[src/rtl/acf_pkg.sv]
// constants and carrier types of the angular capture/compare event flag block
// assumes one clock domain and an 8-bit register port with read data one cycle later
package acf_pkg;

  // widths
  localparam int ACF_ADDR_W  = 4;
  localparam int ACF_DATA_W  = 8;
  localparam int ACF_PHASE_W = 16;
  localparam int ACF_NCH     = 3;

  // register offsets on the register port
  localparam logic [3:0] ACF_OFS_FLAGS   = 4'h0;
  localparam logic [3:0] ACF_OFS_SELECT  = 4'h1;
  localparam logic [3:0] ACF_OFS_CAP1_LO = 4'h2;
  localparam logic [3:0] ACF_OFS_CAP1_HI = 4'h3;
  localparam logic [3:0] ACF_OFS_CAP2_LO = 4'h4;
  localparam logic [3:0] ACF_OFS_CAP2_HI = 4'h5;
  localparam logic [3:0] ACF_OFS_CAP3_LO = 4'h6;
  localparam logic [3:0] ACF_OFS_CAP3_HI = 4'h7;

  // field positions in the flag and select registers
  localparam int ACF_BIT_CHAN1 = 0;
  localparam int ACF_BIT_CHAN2 = 1;
  localparam int ACF_BIT_CHAN3 = 2;

  // values after reset
  localparam logic [2:0]  ACF_FLAGS_RST  = 3'h0;
  localparam logic [2:0]  ACF_SELECT_RST = 3'h0;
  localparam logic [15:0] ACF_CAP_RST    = 16'h0000;
  localparam logic [7:0]  ACF_RDATA_RST  = 8'h00;

  // register port request
  typedef struct packed {
    logic [3:0] addr;
    logic [7:0] wdata;
    logic       wr;
    logic       rd;
  } acf_req_t;

  // per-channel events from the timer datapath, bit 0 is channel one
  typedef struct packed {
    logic [2:0] cap;
    logic [2:0] cmp;
  } acf_evt_t;

endpackage : acf_pkg

[src/rtl/acf_flag_cell.sv]
// one sticky event flag of a capture/compare channel
// assumes events and register writes come from logic on the same clock
`timescale 1ns/1ps
`default_nettype none

module acf_flag_cell (
  // clock and reset
  input  wire logic clk,
  input  wire logic arst_n,
  // channel mode and events
  input  wire logic capture_sel,
  input  wire logic cap_evt,
  input  wire logic cmp_evt,
  // software write of this bit
  input  wire logic wr_en,
  input  wire logic wr_bit,
  // flag state
  output logic      flag,
  output logic      set_evt
);

  logic flag_q;

  // the event that counts depends on the channel's mode
  assign set_evt = capture_sel ? cap_evt : cmp_evt;

  // sticky flag, a hardware set beats a same-cycle software write
  always_ff @(posedge clk or negedge arst_n)
  begin
    if (!arst_n)
      flag_q <= acf_pkg::ACF_FLAGS_RST[0];
    else if (set_evt)
      flag_q <= 1'h1;
    else if (wr_en)
      flag_q <= wr_bit;
  end

  // the flag register drives the port
  assign flag = flag_q;

endmodule : acf_flag_cell

`default_nettype wire

[src/rtl/acf_event_flags.sv]
// event flag register of the three angular timer capture/compare channels
// assumes events and phase come from timer logic on SYS_CLK; software uses the register port
// Notes on behaviour
// - flag register bits 7 to 3 always read as zero
// - channel three in capture mode: capture sets bit 2, phase is stored
// - channel three in compare mode: compare event sets bit 2
// - zero flag means no event since clear; writing zero clears until next event
// - channel two in capture mode: capture sets bit 1, phase is stored
// - channel two in compare mode: compare event sets bit 1
// - channel one sets bit 0 on capture or compare by mode, capture stores phase
//
// The implementer's own choices: the address-and-strobe port and the placing of the registers.
`timescale 1ns/1ps
`default_nettype none

module acf_event_flags (
  // clock and reset
  input  wire logic              SYS_CLK,
  input  wire logic              ARST_N,
  // register port
  input  wire acf_pkg::acf_req_t REG_REQ,
  output logic [7:0]             REG_RDATA,
  // timer datapath
  input  wire acf_pkg::acf_evt_t EVT,
  input  wire logic [15:0]       PHASE,
  // state shown to the surrounding timer
  output logic [2:0]             FLAGS,
  output logic [2:0]             CAPTURE_SELECT
);

  logic [2:0]  flags;
  logic [2:0]  set_evt;
  logic [2:0]  sel_q;
  logic [15:0] cap_q [3];
  logic [7:0]  rdata_d;
  logic [7:0]  rdata_q;
  logic        wr_flags;
  logic        wr_select;

  // index of the channel addressed by a capture value offset
  function automatic logic [1:0] cap_chan(input logic [3:0] addr);
    logic [3:0] rel;
    rel = addr - acf_pkg::ACF_OFS_CAP1_LO;
    return rel[2:1];
  endfunction : cap_chan

  // true when an offset falls on one of the capture value bytes
  function automatic logic is_cap(input logic [3:0] addr);
    return (addr >= acf_pkg::ACF_OFS_CAP1_LO) && (addr <= acf_pkg::ACF_OFS_CAP3_HI);
  endfunction : is_cap

  // write decode
  assign wr_flags  = REG_REQ.wr && (REG_REQ.addr == acf_pkg::ACF_OFS_FLAGS);
  assign wr_select = REG_REQ.wr && (REG_REQ.addr == acf_pkg::ACF_OFS_SELECT);

  // channel mode selects, 1 = capture, 0 = compare
  always_ff @(posedge SYS_CLK or negedge ARST_N)
  begin
    if (!ARST_N)
      sel_q <= acf_pkg::ACF_SELECT_RST;
    else if (wr_select)
      sel_q <= REG_REQ.wdata[2:0];
  end

  // one sticky flag per channel
  genvar g;
  generate
    for (g = 0; g < acf_pkg::ACF_NCH; g++)
    begin : g_flag
      acf_flag_cell u_acf_flag_cell (
        .clk         (SYS_CLK),
        .arst_n      (ARST_N),
        .capture_sel (sel_q[g]),
        .cap_evt     (EVT.cap[g]),
        .cmp_evt     (EVT.cmp[g]),
        .wr_en       (wr_flags),
        .wr_bit      (REG_REQ.wdata[g]),
        .flag        (flags[g]),
        .set_evt     (set_evt[g])
      );
    end
  endgenerate

  // capture registers hold the phase at a capture event in capture mode
  always_ff @(posedge SYS_CLK or negedge ARST_N)
  begin
    if (!ARST_N)
    begin
      cap_q[0] <= acf_pkg::ACF_CAP_RST;
      cap_q[1] <= acf_pkg::ACF_CAP_RST;
      cap_q[2] <= acf_pkg::ACF_CAP_RST;
    end
    else
    begin
      for (int i = 0; i < acf_pkg::ACF_NCH; i++)
      begin
        if (sel_q[i] && EVT.cap[i])
          cap_q[i] <= PHASE;
      end
    end
  end

  // read mux, unmapped offsets read as zero
  always_comb
  begin
    rdata_d = 8'h00;
    if (REG_REQ.rd)
    begin
      if (REG_REQ.addr == acf_pkg::ACF_OFS_FLAGS)
        rdata_d = {5'h00, flags};
      else if (REG_REQ.addr == acf_pkg::ACF_OFS_SELECT)
        rdata_d = {5'h00, sel_q};
      else if (is_cap(REG_REQ.addr))
        rdata_d = REG_REQ.addr[0] ? cap_q[cap_chan(REG_REQ.addr)][15:8]
                                  : cap_q[cap_chan(REG_REQ.addr)][7:0];
    end
  end

  // read data stand only in the cycle after the read strobe
  always_ff @(posedge SYS_CLK or negedge ARST_N)
  begin
    if (!ARST_N)
      rdata_q <= acf_pkg::ACF_RDATA_RST;
    else
      rdata_q <= rdata_d;
  end

  // outputs
  assign REG_RDATA      = rdata_q;
  assign FLAGS          = flags;
  assign CAPTURE_SELECT = sel_q;

  // checks on the behaviour above

  property p_upper_zero;
    @(posedge SYS_CLK) disable iff (!ARST_N)
    (REG_REQ.rd && REG_REQ.addr == acf_pkg::ACF_OFS_FLAGS)
      |=> (REG_RDATA[7:3] == 5'h00) && (REG_RDATA[2:0] == $past(flags));
  endproperty
  a_upper_zero: assert property (p_upper_zero)
    else $error("flag register upper bits or flags read wrong");

  property p_ch3_capture;
    @(posedge SYS_CLK) disable iff (!ARST_N)
    (sel_q[2] && EVT.cap[2]) |=> flags[2] && (cap_q[2] == $past(PHASE));
  endproperty
  a_ch3_capture: assert property (p_ch3_capture)
    else $error("channel three capture did not set flag or store phase");

  property p_ch3_compare;
    @(posedge SYS_CLK) disable iff (!ARST_N)
    (!sel_q[2] && EVT.cmp[2]) |=> flags[2] && $stable(cap_q[2]);
  endproperty
  a_ch3_compare: assert property (p_ch3_compare)
    else $error("channel three compare did not set flag");

  property p_clear_holds;
    @(posedge SYS_CLK) disable iff (!ARST_N)
    (wr_flags && !REG_REQ.wdata[0] && !set_evt[0]) ##1 (!set_evt[0] && !wr_flags)
      |-> !flags[0] ##1 !flags[0];
  endproperty
  a_clear_holds: assert property (p_clear_holds)
    else $error("cleared flag did not stay zero without event");

  property p_ch2_capture;
    @(posedge SYS_CLK) disable iff (!ARST_N)
    (sel_q[1] && EVT.cap[1]) |=> flags[1] && (cap_q[1] == $past(PHASE));
  endproperty
  a_ch2_capture: assert property (p_ch2_capture)
    else $error("channel two capture did not set flag or store phase");

  property p_ch2_compare;
    @(posedge SYS_CLK) disable iff (!ARST_N)
    (!sel_q[1] && EVT.cmp[1] && !EVT.cap[1]) |=> flags[1];
  endproperty
  a_ch2_compare: assert property (p_ch2_compare)
    else $error("channel two compare did not set flag");

  property p_ch1_event;
    @(posedge SYS_CLK) disable iff (!ARST_N)
    ((sel_q[0] ? EVT.cap[0] : EVT.cmp[0])) |=> flags[0] && (cap_q[0] == ($past(sel_q[0]) ? $past(PHASE) : $past(cap_q[0])));
  endproperty
  a_ch1_event: assert property (p_ch1_event)
    else $error("channel one event handled wrong");

  property p_wrong_mode_ignored;
    @(posedge SYS_CLK) disable iff (!ARST_N)
    (!flags[1] && !wr_flags && !(sel_q[1] ? EVT.cap[1] : EVT.cmp[1])) |=> !flags[1];
  endproperty
  a_wrong_mode_ignored: assert property (p_wrong_mode_ignored)
    else $error("flag set without a matching event");

  property p_set_wins;
    @(posedge SYS_CLK) disable iff (!ARST_N)
    (wr_flags && (REG_REQ.wdata[2:0] == 3'h0) && (set_evt != 3'h0)) |=> ((flags & $past(set_evt)) == $past(set_evt));
  endproperty
  a_set_wins: assert property (p_set_wins)
    else $error("software clear beat a hardware set");

  property p_reset_zero;
    @(posedge SYS_CLK)
    $rose(ARST_N) |-> (flags == acf_pkg::ACF_FLAGS_RST);
  endproperty
  a_reset_zero: assert property (p_reset_zero)
    else $error("flags not zero after reset");

  property p_cap_stable;
    @(posedge SYS_CLK) disable iff (!ARST_N)
    !(sel_q[2] && EVT.cap[2]) |=> $stable(cap_q[2]);
  endproperty
  a_cap_stable: assert property (p_cap_stable)
    else $error("channel three capture value changed without capture");

  property p_ch2_cap_stable;
    @(posedge SYS_CLK) disable iff (!ARST_N)
    !(sel_q[1] && EVT.cap[1])
      |=> $stable(cap_q[1]);
  endproperty
  a_ch2_cap_stable: assert property (p_ch2_cap_stable)
    else $error("channel two capture value changed without capture");

  property p_ch1_cap_stable;
    @(posedge SYS_CLK) disable iff (!ARST_N)
    !(sel_q[0] && EVT.cap[0])
      |=> $stable(cap_q[0]);
  endproperty
  a_ch1_cap_stable: assert property (p_ch1_cap_stable)
    else $error("channel one capture value changed without capture");

  property p_ch3_wrong_mode_ignored;
    @(posedge SYS_CLK) disable iff (!ARST_N)
    (!flags[2] && !wr_flags && !(sel_q[2] ? EVT.cap[2] : EVT.cmp[2]))
      |=> !flags[2];
  endproperty
  a_ch3_wrong_mode_ignored: assert property (p_ch3_wrong_mode_ignored)
    else $error("channel three flag set without a matching event");

  property p_ch1_wrong_mode_ignored;
    @(posedge SYS_CLK) disable iff (!ARST_N)
    (!flags[0] && !wr_flags && !(sel_q[0] ? EVT.cap[0] : EVT.cmp[0]))
      |=> !flags[0];
  endproperty
  a_ch1_wrong_mode_ignored: assert property (p_ch1_wrong_mode_ignored)
    else $error("channel one flag set without a matching event");

  property p_write_takes;
    @(posedge SYS_CLK) disable iff (!ARST_N)
    wr_flags
      |=> ((flags & ~$past(set_evt)) == ($past(REG_REQ.wdata[2:0]) & ~$past(set_evt)));
  endproperty
  a_write_takes: assert property (p_write_takes)
    else $error("flag write without event did not take effect");

  property p_flags_hold;
    @(posedge SYS_CLK) disable iff (!ARST_N)
    (!wr_flags && ((EVT.cap & sel_q) == 3'h0) && ((EVT.cmp & ~sel_q) == 3'h0))
      |=> $stable(flags);
  endproperty
  a_flags_hold: assert property (p_flags_hold)
    else $error("flags changed without event or write");

  property p_select_write;
    @(posedge SYS_CLK) disable iff (!ARST_N)
    wr_select
      |=> (sel_q == $past(REG_REQ.wdata[2:0]));
  endproperty
  a_select_write: assert property (p_select_write)
    else $error("mode select write did not take effect");

  property p_select_hold;
    @(posedge SYS_CLK) disable iff (!ARST_N)
    !wr_select
      |=> $stable(sel_q);
  endproperty
  a_select_hold: assert property (p_select_hold)
    else $error("mode select changed without a write");

  property p_rdata_idle;
    @(posedge SYS_CLK) disable iff (!ARST_N)
    !REG_REQ.rd
      |=> (REG_RDATA == acf_pkg::ACF_RDATA_RST);
  endproperty
  a_rdata_idle: assert property (p_rdata_idle)
    else $error("read data not zero after a cycle without read");

  property p_unmapped_zero;
    @(posedge SYS_CLK) disable iff (!ARST_N)
    (REG_REQ.rd && (REG_REQ.addr > acf_pkg::ACF_OFS_CAP3_HI))
      |=> (REG_RDATA == acf_pkg::ACF_RDATA_RST);
  endproperty
  a_unmapped_zero: assert property (p_unmapped_zero)
    else $error("unmapped offset read not zero");

  property p_ch3_cap_read;
    @(posedge SYS_CLK) disable iff (!ARST_N)
    (REG_REQ.rd && (REG_REQ.addr == acf_pkg::ACF_OFS_CAP3_LO))
      |=> (REG_RDATA == $past(cap_q[2][7:0]));
  endproperty
  a_ch3_cap_read: assert property (p_ch3_cap_read)
    else $error("channel three capture low byte read wrong");

  property p_ch2_cap_read;
    @(posedge SYS_CLK) disable iff (!ARST_N)
    (REG_REQ.rd && (REG_REQ.addr == acf_pkg::ACF_OFS_CAP2_HI))
      |=> (REG_RDATA == $past(cap_q[1][15:8]));
  endproperty
  a_ch2_cap_read: assert property (p_ch2_cap_read)
    else $error("channel two capture high byte read wrong");

  property p_ch1_cap_read;
    @(posedge SYS_CLK) disable iff (!ARST_N)
    (REG_REQ.rd && (REG_REQ.addr == acf_pkg::ACF_OFS_CAP1_LO))
      |=> (REG_RDATA == $past(cap_q[0][7:0]));
  endproperty
  a_ch1_cap_read: assert property (p_ch1_cap_read)
    else $error("channel one capture low byte read wrong");

endmodule : acf_event_flags

`default_nettype wire

[config.mk]
export PLATFORM = sky130hd
export DESIGN_NAME = acf_event_flags
export DESIGN_NICKNAME = d
export VERILOG_FILES = /design/src/rtl/acf_pkg.sv /design/src/rtl/acf_flag_cell.sv /design/src/rtl/acf_event_flags.sv
export SDC_FILE = /design/constraint.sdc
export NUM_CORES = 1
export LEC_CHECK = 0
export ABC_CLOCK_PERIOD_IN_PS = 1480
export CORE_MARGIN = 2
export CORE_UTILIZATION = 62
export CTS_CLUSTER_DIAMETER = 80
export DETAILED_ROUTE_END_ITERATION = 8
export DONT_BUFFER_PORTS = 1
export GPL_TIMING_DRIVEN = 0
export PLACE_DENSITY = 0.82
export SKIP_CTS_REPAIR_TIMING = 1
export SLEW_MARGIN = 20
export SYNTH_ARGS = -nofsm -noshare
export SYNTH_HDL_FRONTEND = slang
export SYNTH_SLANG_ARGS = --single-unit
export TNS_END_PERCENT = 50
[constraint.sdc]
create_clock -name SYS_CLK -period 1.48 [get_ports SYS_CLK]
set_input_delay 0.296 -clock SYS_CLK [delete_from_list [all_inputs] [get_ports SYS_CLK]]
set_output_delay 0.296 -clock SYS_CLK [all_outputs]
set_load 0.02 [all_outputs]
Yosys cells after proc, flatten, opt, wreduce, memory -nomap -nowiden
Index checks and enable logic that the tools add are counted.
W data, S select, Z words.
{"block": "classes", "n_addsub": 1, "order_cmp": 3, "n_eq_ne": 1, "n_mux": 17, "bitwise": 1, "reduce_logical": 10}
{"op": "$mux W8", "n": 5}
{"op": "$bmux W16 S2", "n": 1}
{"op": "$mux W16", "n": 2}
{"op": "$mux W1", "n": 9}
{"op": "$logic_and A1 B1 Y1", "n": 6}
{"op": "$reduce_bool A2 Y1", "n": 3}
{"op": "$eq A4 B1 Y1 const B", "n": 1}
{"op": "$ge A4 B2 Y1 const B", "n": 1}
{"op": "$le A4 B3 Y1 const B", "n": 1}
{"op": "$logic_not A4 Y1", "n": 1}
{"op": "$ge A3 B3 Y1 const B", "n": 1}
{"op": "$not A2 Y3", "n": 1}
{"op": "$sub A3 B2 Y3 const B", "n": 1}
{"block": "word_totals", "ff_bits": 62, "inputBits": 38, "out_inout_bits": 14, "wordCells": 41}

Longest topological paths before layout
Gate-level depths: netlist (run 1).
{"block": "depth", "depth_word": 10, "ltp_mapped": 5, "ltp_nobuf": 3}

By module
A second synthesis (run 1) with hierarchy kept.
{"block": "unflattened", "cells_unflattened": 190, "area_unflattened_um2": 2760.1}
{"mod": "acf_event_flags", "instances": 1, "cells_each": 178, "area_per_inst_um2": 2595.0}
{"mod": "acf_flag_cell", "instances": 3, "cells_each": 4, "area_per_inst_um2": 55.1}

Least setup slack after synthesis (run 1)
Ideal clock, no wire load.
{"block": "synth_path", "kind": "input port to flip-flop", "startpoint": "in REG_REQ[13] (netlist name)", "endpoint": "reg sel_q[0] (netlist: CAPTURE_SELECT[0])", "setup_ns": 0.125, "arrival_time_ns": 1.343, "required_ns": 1.355, "setup_slack_ns": 0.012, "cell_stages": 3, "path_cell_list": "or3b_4 or3_4 mux2_4"}
{"block": "synth_via", "elab_chain_len": 2}
{"item": "from (decl)", "line_no": "acf_event_flags.sv:21", "rtl": "input wire acf_pkg::acf_req_t REG_REQ,"}
{"item": "$eq A4 B1 Y1", "line_no": "acf_event_flags.sv:54", "rtl": "assign wr_select = REG_REQ.wr && (REG_REQ.addr == acf_pkg::ACF_OFS_SELECT);"}
{"item": "$logic_and A1 B1 Y1", "line_no": "acf_event_flags.sv:54"}
{"item": "to (signal assigned)", "line_no": "acf_event_flags.sv:60", "rtl": "sel_q <= acf_pkg::ACF_SELECT_RST;"}
{"item": "to (signal assigned)", "line_no": "acf_event_flags.sv:62", "rtl": "sel_q <= REG_REQ.wdata[2:0];"}
{"item": "to (decl)", "line_no": "acf_event_flags.sv:33", "rtl": "logic [2:0] sel_q;"}
Every way passes these cells.
A chain may end at the register's enable or synchronous reset.

Final worst setup path (run 1)
{"block": "layout_path", "startpoint": "reg sel_q[2] (netlist: CAPTURE_SELECT[2])", "endpoint": "reg cap_q[9] (netlist name)"}
{"block": "layout_via", "elab_chain_len": 1}
{"item": "$logic_and A1 B1 Y1", "line_no": "acf_event_flags.sv:97", "rtl": "if (sel_q[i] && EVT.cap[i])"}
{"item": "to (decl)", "line_no": "acf_event_flags.sv:34", "rtl": "logic [15:0] cap_q [3];"}
Every way passes these cells.

==> results.ini, run 1 <==
[die]
fp.dieH_um = 71.0
num_io_pins = 52
fp.dieW_um = 71.0
start_util_pct = 63.9
core.rowCount = 24
die_area_sq_mm = 0.00504
coreArea_sq_mm = 0.00435

[run]
maxCapViolations = 0

[place]
pre_cts_ws_ns = -0.158
post_dp_cell_area_sq_mm = 0.00285
gp_congestion = 0.971
dp.final_hpwl_um = 3990
port_buffers = 0

[cts]
cts.sinks = 62
insertion_delay_ns = 0.34
cts_made_buffers = 9
path_clk_slew_ns = 0.07
h-tree-depth = 3
tritoncts = done
root_buffer = clkbuf_8
clock_path_buffers = 2

[sta]
rsz0062_at_grt = no
totalNegativeSetupSlack_ns = 0
finalSetupViolCount = 0
fmax_mhz = 701
hold_violations = 62
setup_slack_ns = 0.0536
fin_skew_ns = 0.00831
hold_ws_ns = -0.358
max_slew_margin_pct = 49.5
slew_viol_final = 0
min_period_over_period_pct = 96.4
worst_pin_slew_ns = 0.754
period_needed_ns = 1.43

[synth]
syn-cell-area_sq_mm = 0.00278
synth_cells = 201
ys_seq_area_share_pct = 55.7
synth_area_leaders = dfrtp_1 56%, mux2_2 26%, a221oi_1 5.0%
synth.distinct_cells = 22
avgSynthCellArea_sq_um = 13.9
synth-seq-cells = 62
synth.largest_area_cell = dfrtp_1
ys.warnings.count = 0
synth.net_count = 239
yosysTopAreaCellShare_pct = 55.7

[outcome]
status = finished, violations left
failed_checks = negative hold slack

[global_route]
grt_pass1_wl_um = 9300
antenna_found_initial = 0
grt_pass1_vias = 1907
grt_usage_pct = 24.6
grt_max_degree = 63
gr-total-overflow = 0

[setup_path]
slowest_stage = dfrtp_1
crit_path_max_incr_delay_ns = 0.44
path_cells = nand2_2, clkbuf_4, mux2_2
criticalPathCategory = reg2reg
critical_path_peak_fanout = 10
critPathCaptureType = register
arrival_ns = 1.65
cpLargestDelayFamily = flip-flops
cp_num_buf_inv = 1
crit_required_ns = 1.71
cp-start-kind = register

[final_layout]
finalNetCount = 250
fin_area_sq_mm = 0.00305
syn2layout_area_growth_pct = 9.62
drive_above_1_share_pct = 45.2
diodes = 0

[routing]
drtPass1Iterations = 4
route.antenna.remaining_nets = 0
dr_total_vias = 1790
drtIter0Drc = 83
wl_um = 5780
via_per_inst = 6.65
wl_per_cell_um = 21.5
drc = 0

[power_and_ir_drop]
p_leak_nw = 1.29
fin_total_pwr_mw = 5.04
p_per_area_mw_per_mm2 = 1650
ir_worst_vdd_mv = 0.866

[hold_path]
min_path_type = in2async

-- state kept, by name, summed over array words and instances (netlist names) --
name,flops
g_flag.u_acf_flag_cell.flag,3
CAPTURE_SELECT,3
REG_RDATA,8
cap_q,48
-- cell usage after synthesis, drive strengths merged --
cell type	number
inv	5
nor3b	1
buf	12
nand2	3
a21oi	3
o211ai	1
a221oi	16
or4	1
or3b	1
o32ai	3
o21ai	6
o221ai	3
nor2	1
nor3	6
nor2b	1
nor4	3
clkbuf	5
or3	1
mux2	67
dfrtp	62
-- per-stage QoR --
step	utilization [%]	instances
after floorplan	-	201
after global placement	65.4	253
after detailed placement	65.4	253
after CTS	69.6	269
after global routing	70.1	269
final	70.1	269
-- cells in the final DEF, fill, tap and decap left out, types with 5 or more instances in the layout --
cell type | synthesis | routed
dfrtp_1 | 62 | 62
nor3_1 | 6 | 6
o21ai_0 | 6 | 6
a221oi_1 | 16 | 16
clkbuf_8 | 0 | 9
inv_1 | 5 | 5
clkbuf_1 | 5 | 8
buf_4 | 6 | 6
mux2_2 | 64 | 64
-- path summary, 6_finish.rpt --
path,from,to,slack [ns],cells past startpoint
setup / recovery,CAPTURE_SELECT[2],cap_q[9],0.05,3
hold / removal,ARST_N,CAPTURE_SELECT[0],-0.36,0
setup reg to reg,CAPTURE_SELECT[2],cap_q[9],0.05,3
hold reg to reg,cap_q[14],cap_q[14],0.50,1
max in group asynchronous,ARST_N,cap_q[7],1.75,0
min in group SYS_CLK,PHASE[10],cap_q[26],0.10,1
-- cell type report --
cell class | count | area, sq um
fillers | 291 | 1300
clock inverters | 4 | 47.5
flip-flops and latches | 62 | 1550
multi-input cells | 117 | 1130
inverters | 5 | 18.8
well taps | 52 | 65.1
clock buffers | 12 | 135
plain buffers | 17 | 101
-- cells by family (layout without fill, tap and decap cells) --
logic type,after synthesis,after routing,synth area share (%)
simple gates,18,18,3.91
flops,62,62,55.7
mux,67,67,27.5
compound gates,32,32,8.81
buf+inv,22,38,4.05
-- worst reg2reg max path: stages (launching register included) --
cell,delay (ns)
dfrtp_1,0.44
nand2_2,0.21
clkbuf_4,0.30
mux2_2,0.37
-- report_power, final --
part,switching [mW],internal [mW],total (mW)
combinational,0.401,0.685,1.09
sequential,0.314,2.24,2.55
clock,0.625,0.773,1.40
total,1.34,3.70,5.04
-- metal layers --
metal,vias to the layer above,share of wire [%],track usage (%)
met5,-,0,0
met4,0,2.5,12.4
met3,16,9.2,8.69
met2,85,50,40.2
met1,910,38,29.0
li1,779,-,-
(Power assumes the default switching activity.)
==> run 2, diff against run 1 <==
PLACE_DENSITY = not set   (was 0.82)
PLACE_DENSITY_LB_ADDON = 0.05   (was not set)
SKIP_CTS_REPAIR_TIMING = not set   (was 1)
==> results.ini, run 2 (synthesized netlist as in run 1, its figures left out) <==
[place]
post_dp_cell_area_sq_mm = 0.00285  ; unchanged
gp_congestion = 0.923  ; -5.0%
port_buffers = 0  ; unchanged
dp.cells = 253  ; unchanged
dp.final_hpwl_um = 4080  ; +2.4%

[setup_path]
arrival_ns = 1.66  ; about the same
critical_path_peak_fanout = 10  ; unchanged
crit_required_ns = 1.71  ; about the same
crit_start = CAPTURE_SELECT[1]
reg2reg_slack_ns = 0.05  ; about the same
r2r-end = cap_q[30]
rr_worst_depth = 3  ; unchanged
critPathCaptureType = register
criticalPathCategory = reg2reg
cp-start-kind = register
r2r-start = CAPTURE_SELECT[1]

[outcome]
status = finished, violations left
failed_checks = negative hold slack

[final_layout]
fin_area_sq_mm = 0.00306  ; +0.41%
area.sequential_sq_mm = 0.00155  ; unchanged
final_util_pct = 70.4  ; +0.29 points
multi_input_area_sq_mm = 0.00113  ; -0.44%
drive_above_1_share_pct = 46.1  ; +0.92 points
fillers = 311  ; +6.9%
syn2layout_area_growth_pct = 10.1
most-common-layout-cells = 64 x mux2_2, 62 x dfrtp_1, 16 x a221oi_1, 11 x clkbuf_8, 8 x buf_4
largest_reg_flops = 48  ; unchanged
regMostFlops = cap_q
finalNetCount = 250  ; unchanged
final_common_cell = mux2_2
fin_cells = 269  ; unchanged
diodes = 0  ; unchanged

[cts]
path_clk_slew_ns = 0.07  ; about the same
cts.sinks = 62  ; unchanged
h-tree-depth = 3  ; unchanged
root_buffer = clkbuf_8
clock_path_buffers = 2  ; unchanged
cts_made_buffers = 9  ; unchanged
insertion_delay_ns = 0.35  ; about the same
tritoncts = done

[routing]
drc = 0  ; unchanged
dr_total_vias = 1769  ; -1.2%
via_per_inst = 6.58  ; -1.2%
drtPass1Iterations = 4  ; unchanged
route.antenna.remaining_nets = 0  ; unchanged
drtIter0Drc = 122  ; +47%
wl_per_cell_um = 22.4  ; +4.0%
wl_um = 6020  ; +4.0%

[power_and_ir_drop]
internal_power_mw = 3.78  ; +2.4%
pwr-share-clk_pct = 29.2  ; +1.4 points
share_seq_of_total_power_pct = 49.5  ; -1.2 points
p_leak_nw = 1.30  ; +0.79%
ir_worst_vdd_mv = 1.06  ; +23%
p_per_area_mw_per_mm2 = 1680  ; +1.7%
switching_share_pct = 26.4  ; -0.16 points
p_sw_mw = 1.36  ; +1.5%
combPwrFrac_pct = 21.3  ; -0.3 points

[sta]
period_needed_ns = 1.43  ; +0.00807 ns
finalSetupViolCount = 0  ; unchanged
fin_skew_ns = 0.00694  ; -0.00137 ns
hold_violations = 62  ; unchanged
max_slew_margin_pct = 52.8  ; +3.3 points
min_period_over_period_pct = 96.9  ; +0.55 points
worst_pin_slew_ns = 0.705  ; -0.0491 ns
hold_ws_ns = -0.363  ; -0.00470 ns
slew_viol_final = 0  ; unchanged
rsz0062_at_grt = no
fmax_mhz = 697  ; -0.56%

[global_route]
gr-total-overflow = 0  ; unchanged
antenna_found_initial = 0  ; unchanged
grt_pass1_wl_um = 9940  ; +6.9%
grt_max_degree = 63  ; unchanged
grt_pass1_vias = 2076  ; +8.9%
grt_usage_pct = 26.5  ; +1.9 points

[die]
fp.dieH_um = 71.0  ; unchanged
die_area_sq_mm = 0.00504  ; unchanged
fp.dieW_um = 71.0  ; unchanged
num_io_pins = 52  ; unchanged
start_util_pct = 63.9  ; unchanged
core.rowCount = 24  ; unchanged
coreArea_sq_mm = 0.00435  ; unchanged

[hold_path]
min_path_type = in2async

[run]
maxCapViolations = 0  ; unchanged

==> run 2: final cells by class <==
type | instances | share of cell area, %
buffer | 17 | 3.31
clock buffer | 12 | 5.06
clock inverter | 4 | 1.47
inverter | 5 | 0.612
multi-input combinational | 117 | 36.8
sequential | 62 | 50.6
tap | 52 | 2.12
==> run 2: routing by layer <==
metal / global-route usage (%) / vias up / routed length, um
met3: 9.83 / 13 / 445
met5: 0 / - / 0
met1: 31.9 / 905 / 2420
met2: 44.2 / 75 / 3060
met4: 9.01 / 0 / 91
li1: - / 776 / -
==> run 2: stage by stage <==
stage / setup slack, ns / TNS [ns] / total power, mW
2_1_floorplan: 0.0120 / 0 / 3.39
3_3_place_gp: -0.150 / -3.28 / 3.55
3_5_place_dp: -0.179 / -3.54 / 3.65
4_1_cts: 0.0160 / 0 / 5.15
5_1_grt: 0.00117 / 0 / 5.40
6_report: 0.0455 / 0 / 5.15
==> run 2: worst max path at each step <==
stage / end / slack (ns) / depth (start not counted)
after CTS: cap_q[30] / 0.02 / 3
after floorplan: CAPTURE_SELECT[0] / 0.01 / 3
after global routing: cap_q[25] / 0.001 / 3
after detailed placement: cap_q[46] / -0.18 / 3
after global placement: cap_q[45] / -0.15 / 3
final: cap_q[30] / 0.05 / 3
==> run 2: power groups by stage <==
stage,sequential (mW),combinational (mW),clock (mW)
2_1_floorplan,2.46,0.923,0
3_3_place_gp,2.52,1.04,0
3_5_place_dp,2.57,1.09,0
4_1_cts,2.54,1.10,1.51
5_1_grt,2.61,1.19,1.60
6_report,2.55,1.09,1.50
==> run 2: what timing repair did <==
action,CTS,global route
buffers inserted,0,0
pin swaps,0,0
cloned,0,0
endpoints found under the hold margin,62,62
resized for setup,4,3
setup endpoints to repair,28,18
==> run 2: critical path: stages (launching register included) <==
cell and delay [ns]:
dfrtp_1 0.43, nand2_2 0.22, clkbuf_4 0.30, mux2_2 0.36
==> run 3, diff against run 2 <==
BUFFER_PORTS_ARGS = -buffer_cell sky130_fd_sc_hd__buf_2   (was not set)
CORE_UTILIZATION = 55   (was 62)
DONT_BUFFER_PORTS = not set   (was 1)
==> results.ini, run 3 (synthesized netlist as in run 1, its figures left out) <==
[outcome]
status = complete, no violations

[place]
dp.final_hpwl_um = 3980  ; -2.5%
post_dp_cell_area_sq_mm = 0.00310  ; +8.8%
port_buffers = 46  ; +46
pre_cts_ws_ns = -0.226  ; -0.0475 ns
gp_congestion = 0.886  ; -3.9%

[sta]
fin_skew_ns = 0.00597  ; -0.000975 ns
min_period_over_period_pct = 95.7  ; -1.3 points
max_slew_margin_pct = 48.0  ; -4.8 points
worst_pin_slew_ns = 0.780  ; +0.0754 ns
slew_viol_final = 0  ; unchanged
setup_slack_ns = 0.0640  ; +0.0185 ns
fmax_mhz = 706  ; +1.3%
rsz0062_at_grt = no
hold_ws_ns = 0.0413  ; +0.404 ns
period_needed_ns = 1.42  ; -0.0185 ns
finalSetupViolCount = 0  ; unchanged
hold_violations = 0  ; -100%

[die]
core.rowCount = 25  ; +4.2%
fp.dieH_um = 75.1  ; +5.8%
coreArea_sq_mm = 0.00482  ; +11%
fp.dieW_um = 75.1  ; +5.8%
start_util_pct = 57.8  ; -6.1 points
num_io_pins = 52  ; unchanged
die_area_sq_mm = 0.00565  ; +12%

[setup_path]
crit_start = CAPTURE_SELECT[0]
worstSetupEndpoint = cap_q[39]
crit_path_max_incr_delay_ns = 0.44  ; about the same
r2r-end = cap_q[39]
critical_path_peak_fanout = 10  ; unchanged
critPathCaptureType = register
rr_worst_depth = 3  ; unchanged
r2r-start = CAPTURE_SELECT[0]
slowest_stage = dfrtp_1
path_cells = nand2_2, buf_4, mux2_2
crit_required_ns = 1.69  ; -0.02 ns
arrival_ns = 1.63  ; -0.03 ns
reg2reg_slack_ns = 0.06  ; +0.02 ns
cp-start-kind = register
criticalPathCategory = reg2reg

[power_and_ir_drop]
pwr-share-clk_pct = 30.4  ; +1.2 points
ir_worst_vdd_mv = 0.863  ; -19%
combPwrFrac_pct = 22.9  ; +1.6 points
fin_total_pwr_mw = 5.36  ; +4.2%
p_per_area_mw_per_mm2 = 1610  ; -4.3%
p_sw_mw = 1.40  ; +2.6%
p_leak_nw = 1.50  ; +15%
share_seq_of_total_power_pct = 46.6  ; -2.9 points
internal_power_mw = 3.96  ; +4.8%
switching_share_pct = 26.1  ; -0.40 points

[routing]
drc = 0  ; unchanged
drtPass1Iterations = 4  ; unchanged
wl_per_cell_um = 18.3  ; -18%
route.antenna.remaining_nets = 0  ; unchanged
dr_total_vias = 1899  ; +7.3%
via_per_inst = 5.75  ; -12%
wl_um = 6040  ; +0.38%
drtIter0Drc = 190  ; +56%

[global_route]
grt_pass1_vias = 1922  ; -7.4%
grt_max_degree = 63  ; unchanged
grt_pass1_wl_um = 9520  ; -4.2%
gr-total-overflow = 0  ; unchanged
grt_usage_pct = 23.6  ; -2.9 points
antenna_found_initial = 0  ; unchanged

[final_layout]
syn2layout_area_growth_pct = 19.8
diodes = 0  ; unchanged
largest_reg_flops = 48  ; unchanged
regMostFlops = cap_q
drive_above_1_share_pct = 55.1  ; +9.1 points
final_common_cell = mux2_2
most-common-layout-cells = 64 x mux2_2, 62 x dfrtp_1, 48 x buf_2, 16 x a221oi_1, 10 x clkbuf_8
finalNetCount = 296  ; +18%
fin_area_sq_mm = 0.00334  ; +8.9%

[cts]
postCtsSetupBuffers = 0  ; unchanged
root_buffer = clkbuf_8
ctsResizeCount = 5  ; +1
path_clk_slew_ns = 0.07  ; about the same
h-tree-depth = 3  ; unchanged
clock_path_buffers = 2  ; unchanged
tritoncts = done
cts_made_buffers = 9  ; unchanged
insertion_delay_ns = 0.33  ; -0.02 ns
cts.sinks = 62  ; unchanged
ctsHoldBuffers = 0

[hold_path]
min_path_type = in2async

[run]
maxCapViolations = 0  ; unchanged

## run 3: layout make-up
class                           count  area (sq um)
Timing Repair Buffer               46           233
Multi-Input combinational cell    117          1130
Clock inverter                      4          70.1
Clock buffer                       12           145
Sequential cell                    62          1550
Buffer                             17           101
Tap cell                           67          83.8
Fill cell                         361          1480
Inverter                            5          18.8
## run 3: how the worst min path moves through the flow
stage / cells after the start / start / slack (ns) / end
after global placement: 1 / cap_q[10] / 0.48 / cap_q[10]
after floorplan: 0 / ARST_N / 0.0004 / CAPTURE_SELECT[0]
after CTS: 1 / ARST_N / 0.06 / cap_q[32]
after detailed placement: 1 / ARST_N / 0.42 / cap_q[32]
after global routing: 1 / ARST_N / 0.10 / cap_q[32]
final: 1 / ARST_N / 0.04 / cap_q[32]
## run 3: power by group through the flow
stage | registers, mW | clock network [mW] | logic (mW)
floorplan | 2.46 | 0 | 0.923
global placement | 2.50 | 0 | 1.19
detailed placement | 2.52 | 0 | 1.22
CTS | 2.50 | 1.66 | 1.23
global route | 2.57 | 1.73 | 1.34
finish | 2.50 | 1.63 | 1.23
## run 3: critical path: cells and delay by family, from the launching register on
kind	cells	cell delay [ns]
flip-flops	1	0.44
multiplexers	1	0.35
buffers and inverters	1	0.27
AND/OR/NAND/NOR	1	0.23
## run 3: metrics by stage
step / TNS, ns / instances / util, %
CTS: 0 / 330 / 69.1
floorplan: 0 / 201 / -
global placement: -10.93 / 314 / 64.3
finish: 0 / 330 / 69.2
global route: 0 / 330 / 69.2
detailed placement: -5.54 / 314 / 64.4
## run 3: metal layers
metal / track usage (%) / wire, um
met5: 0 / 0
met4: 8.97 / 94
met3: 6.29 / 399
met2: 35.8 / 2710
met1: 32.8 / 2840
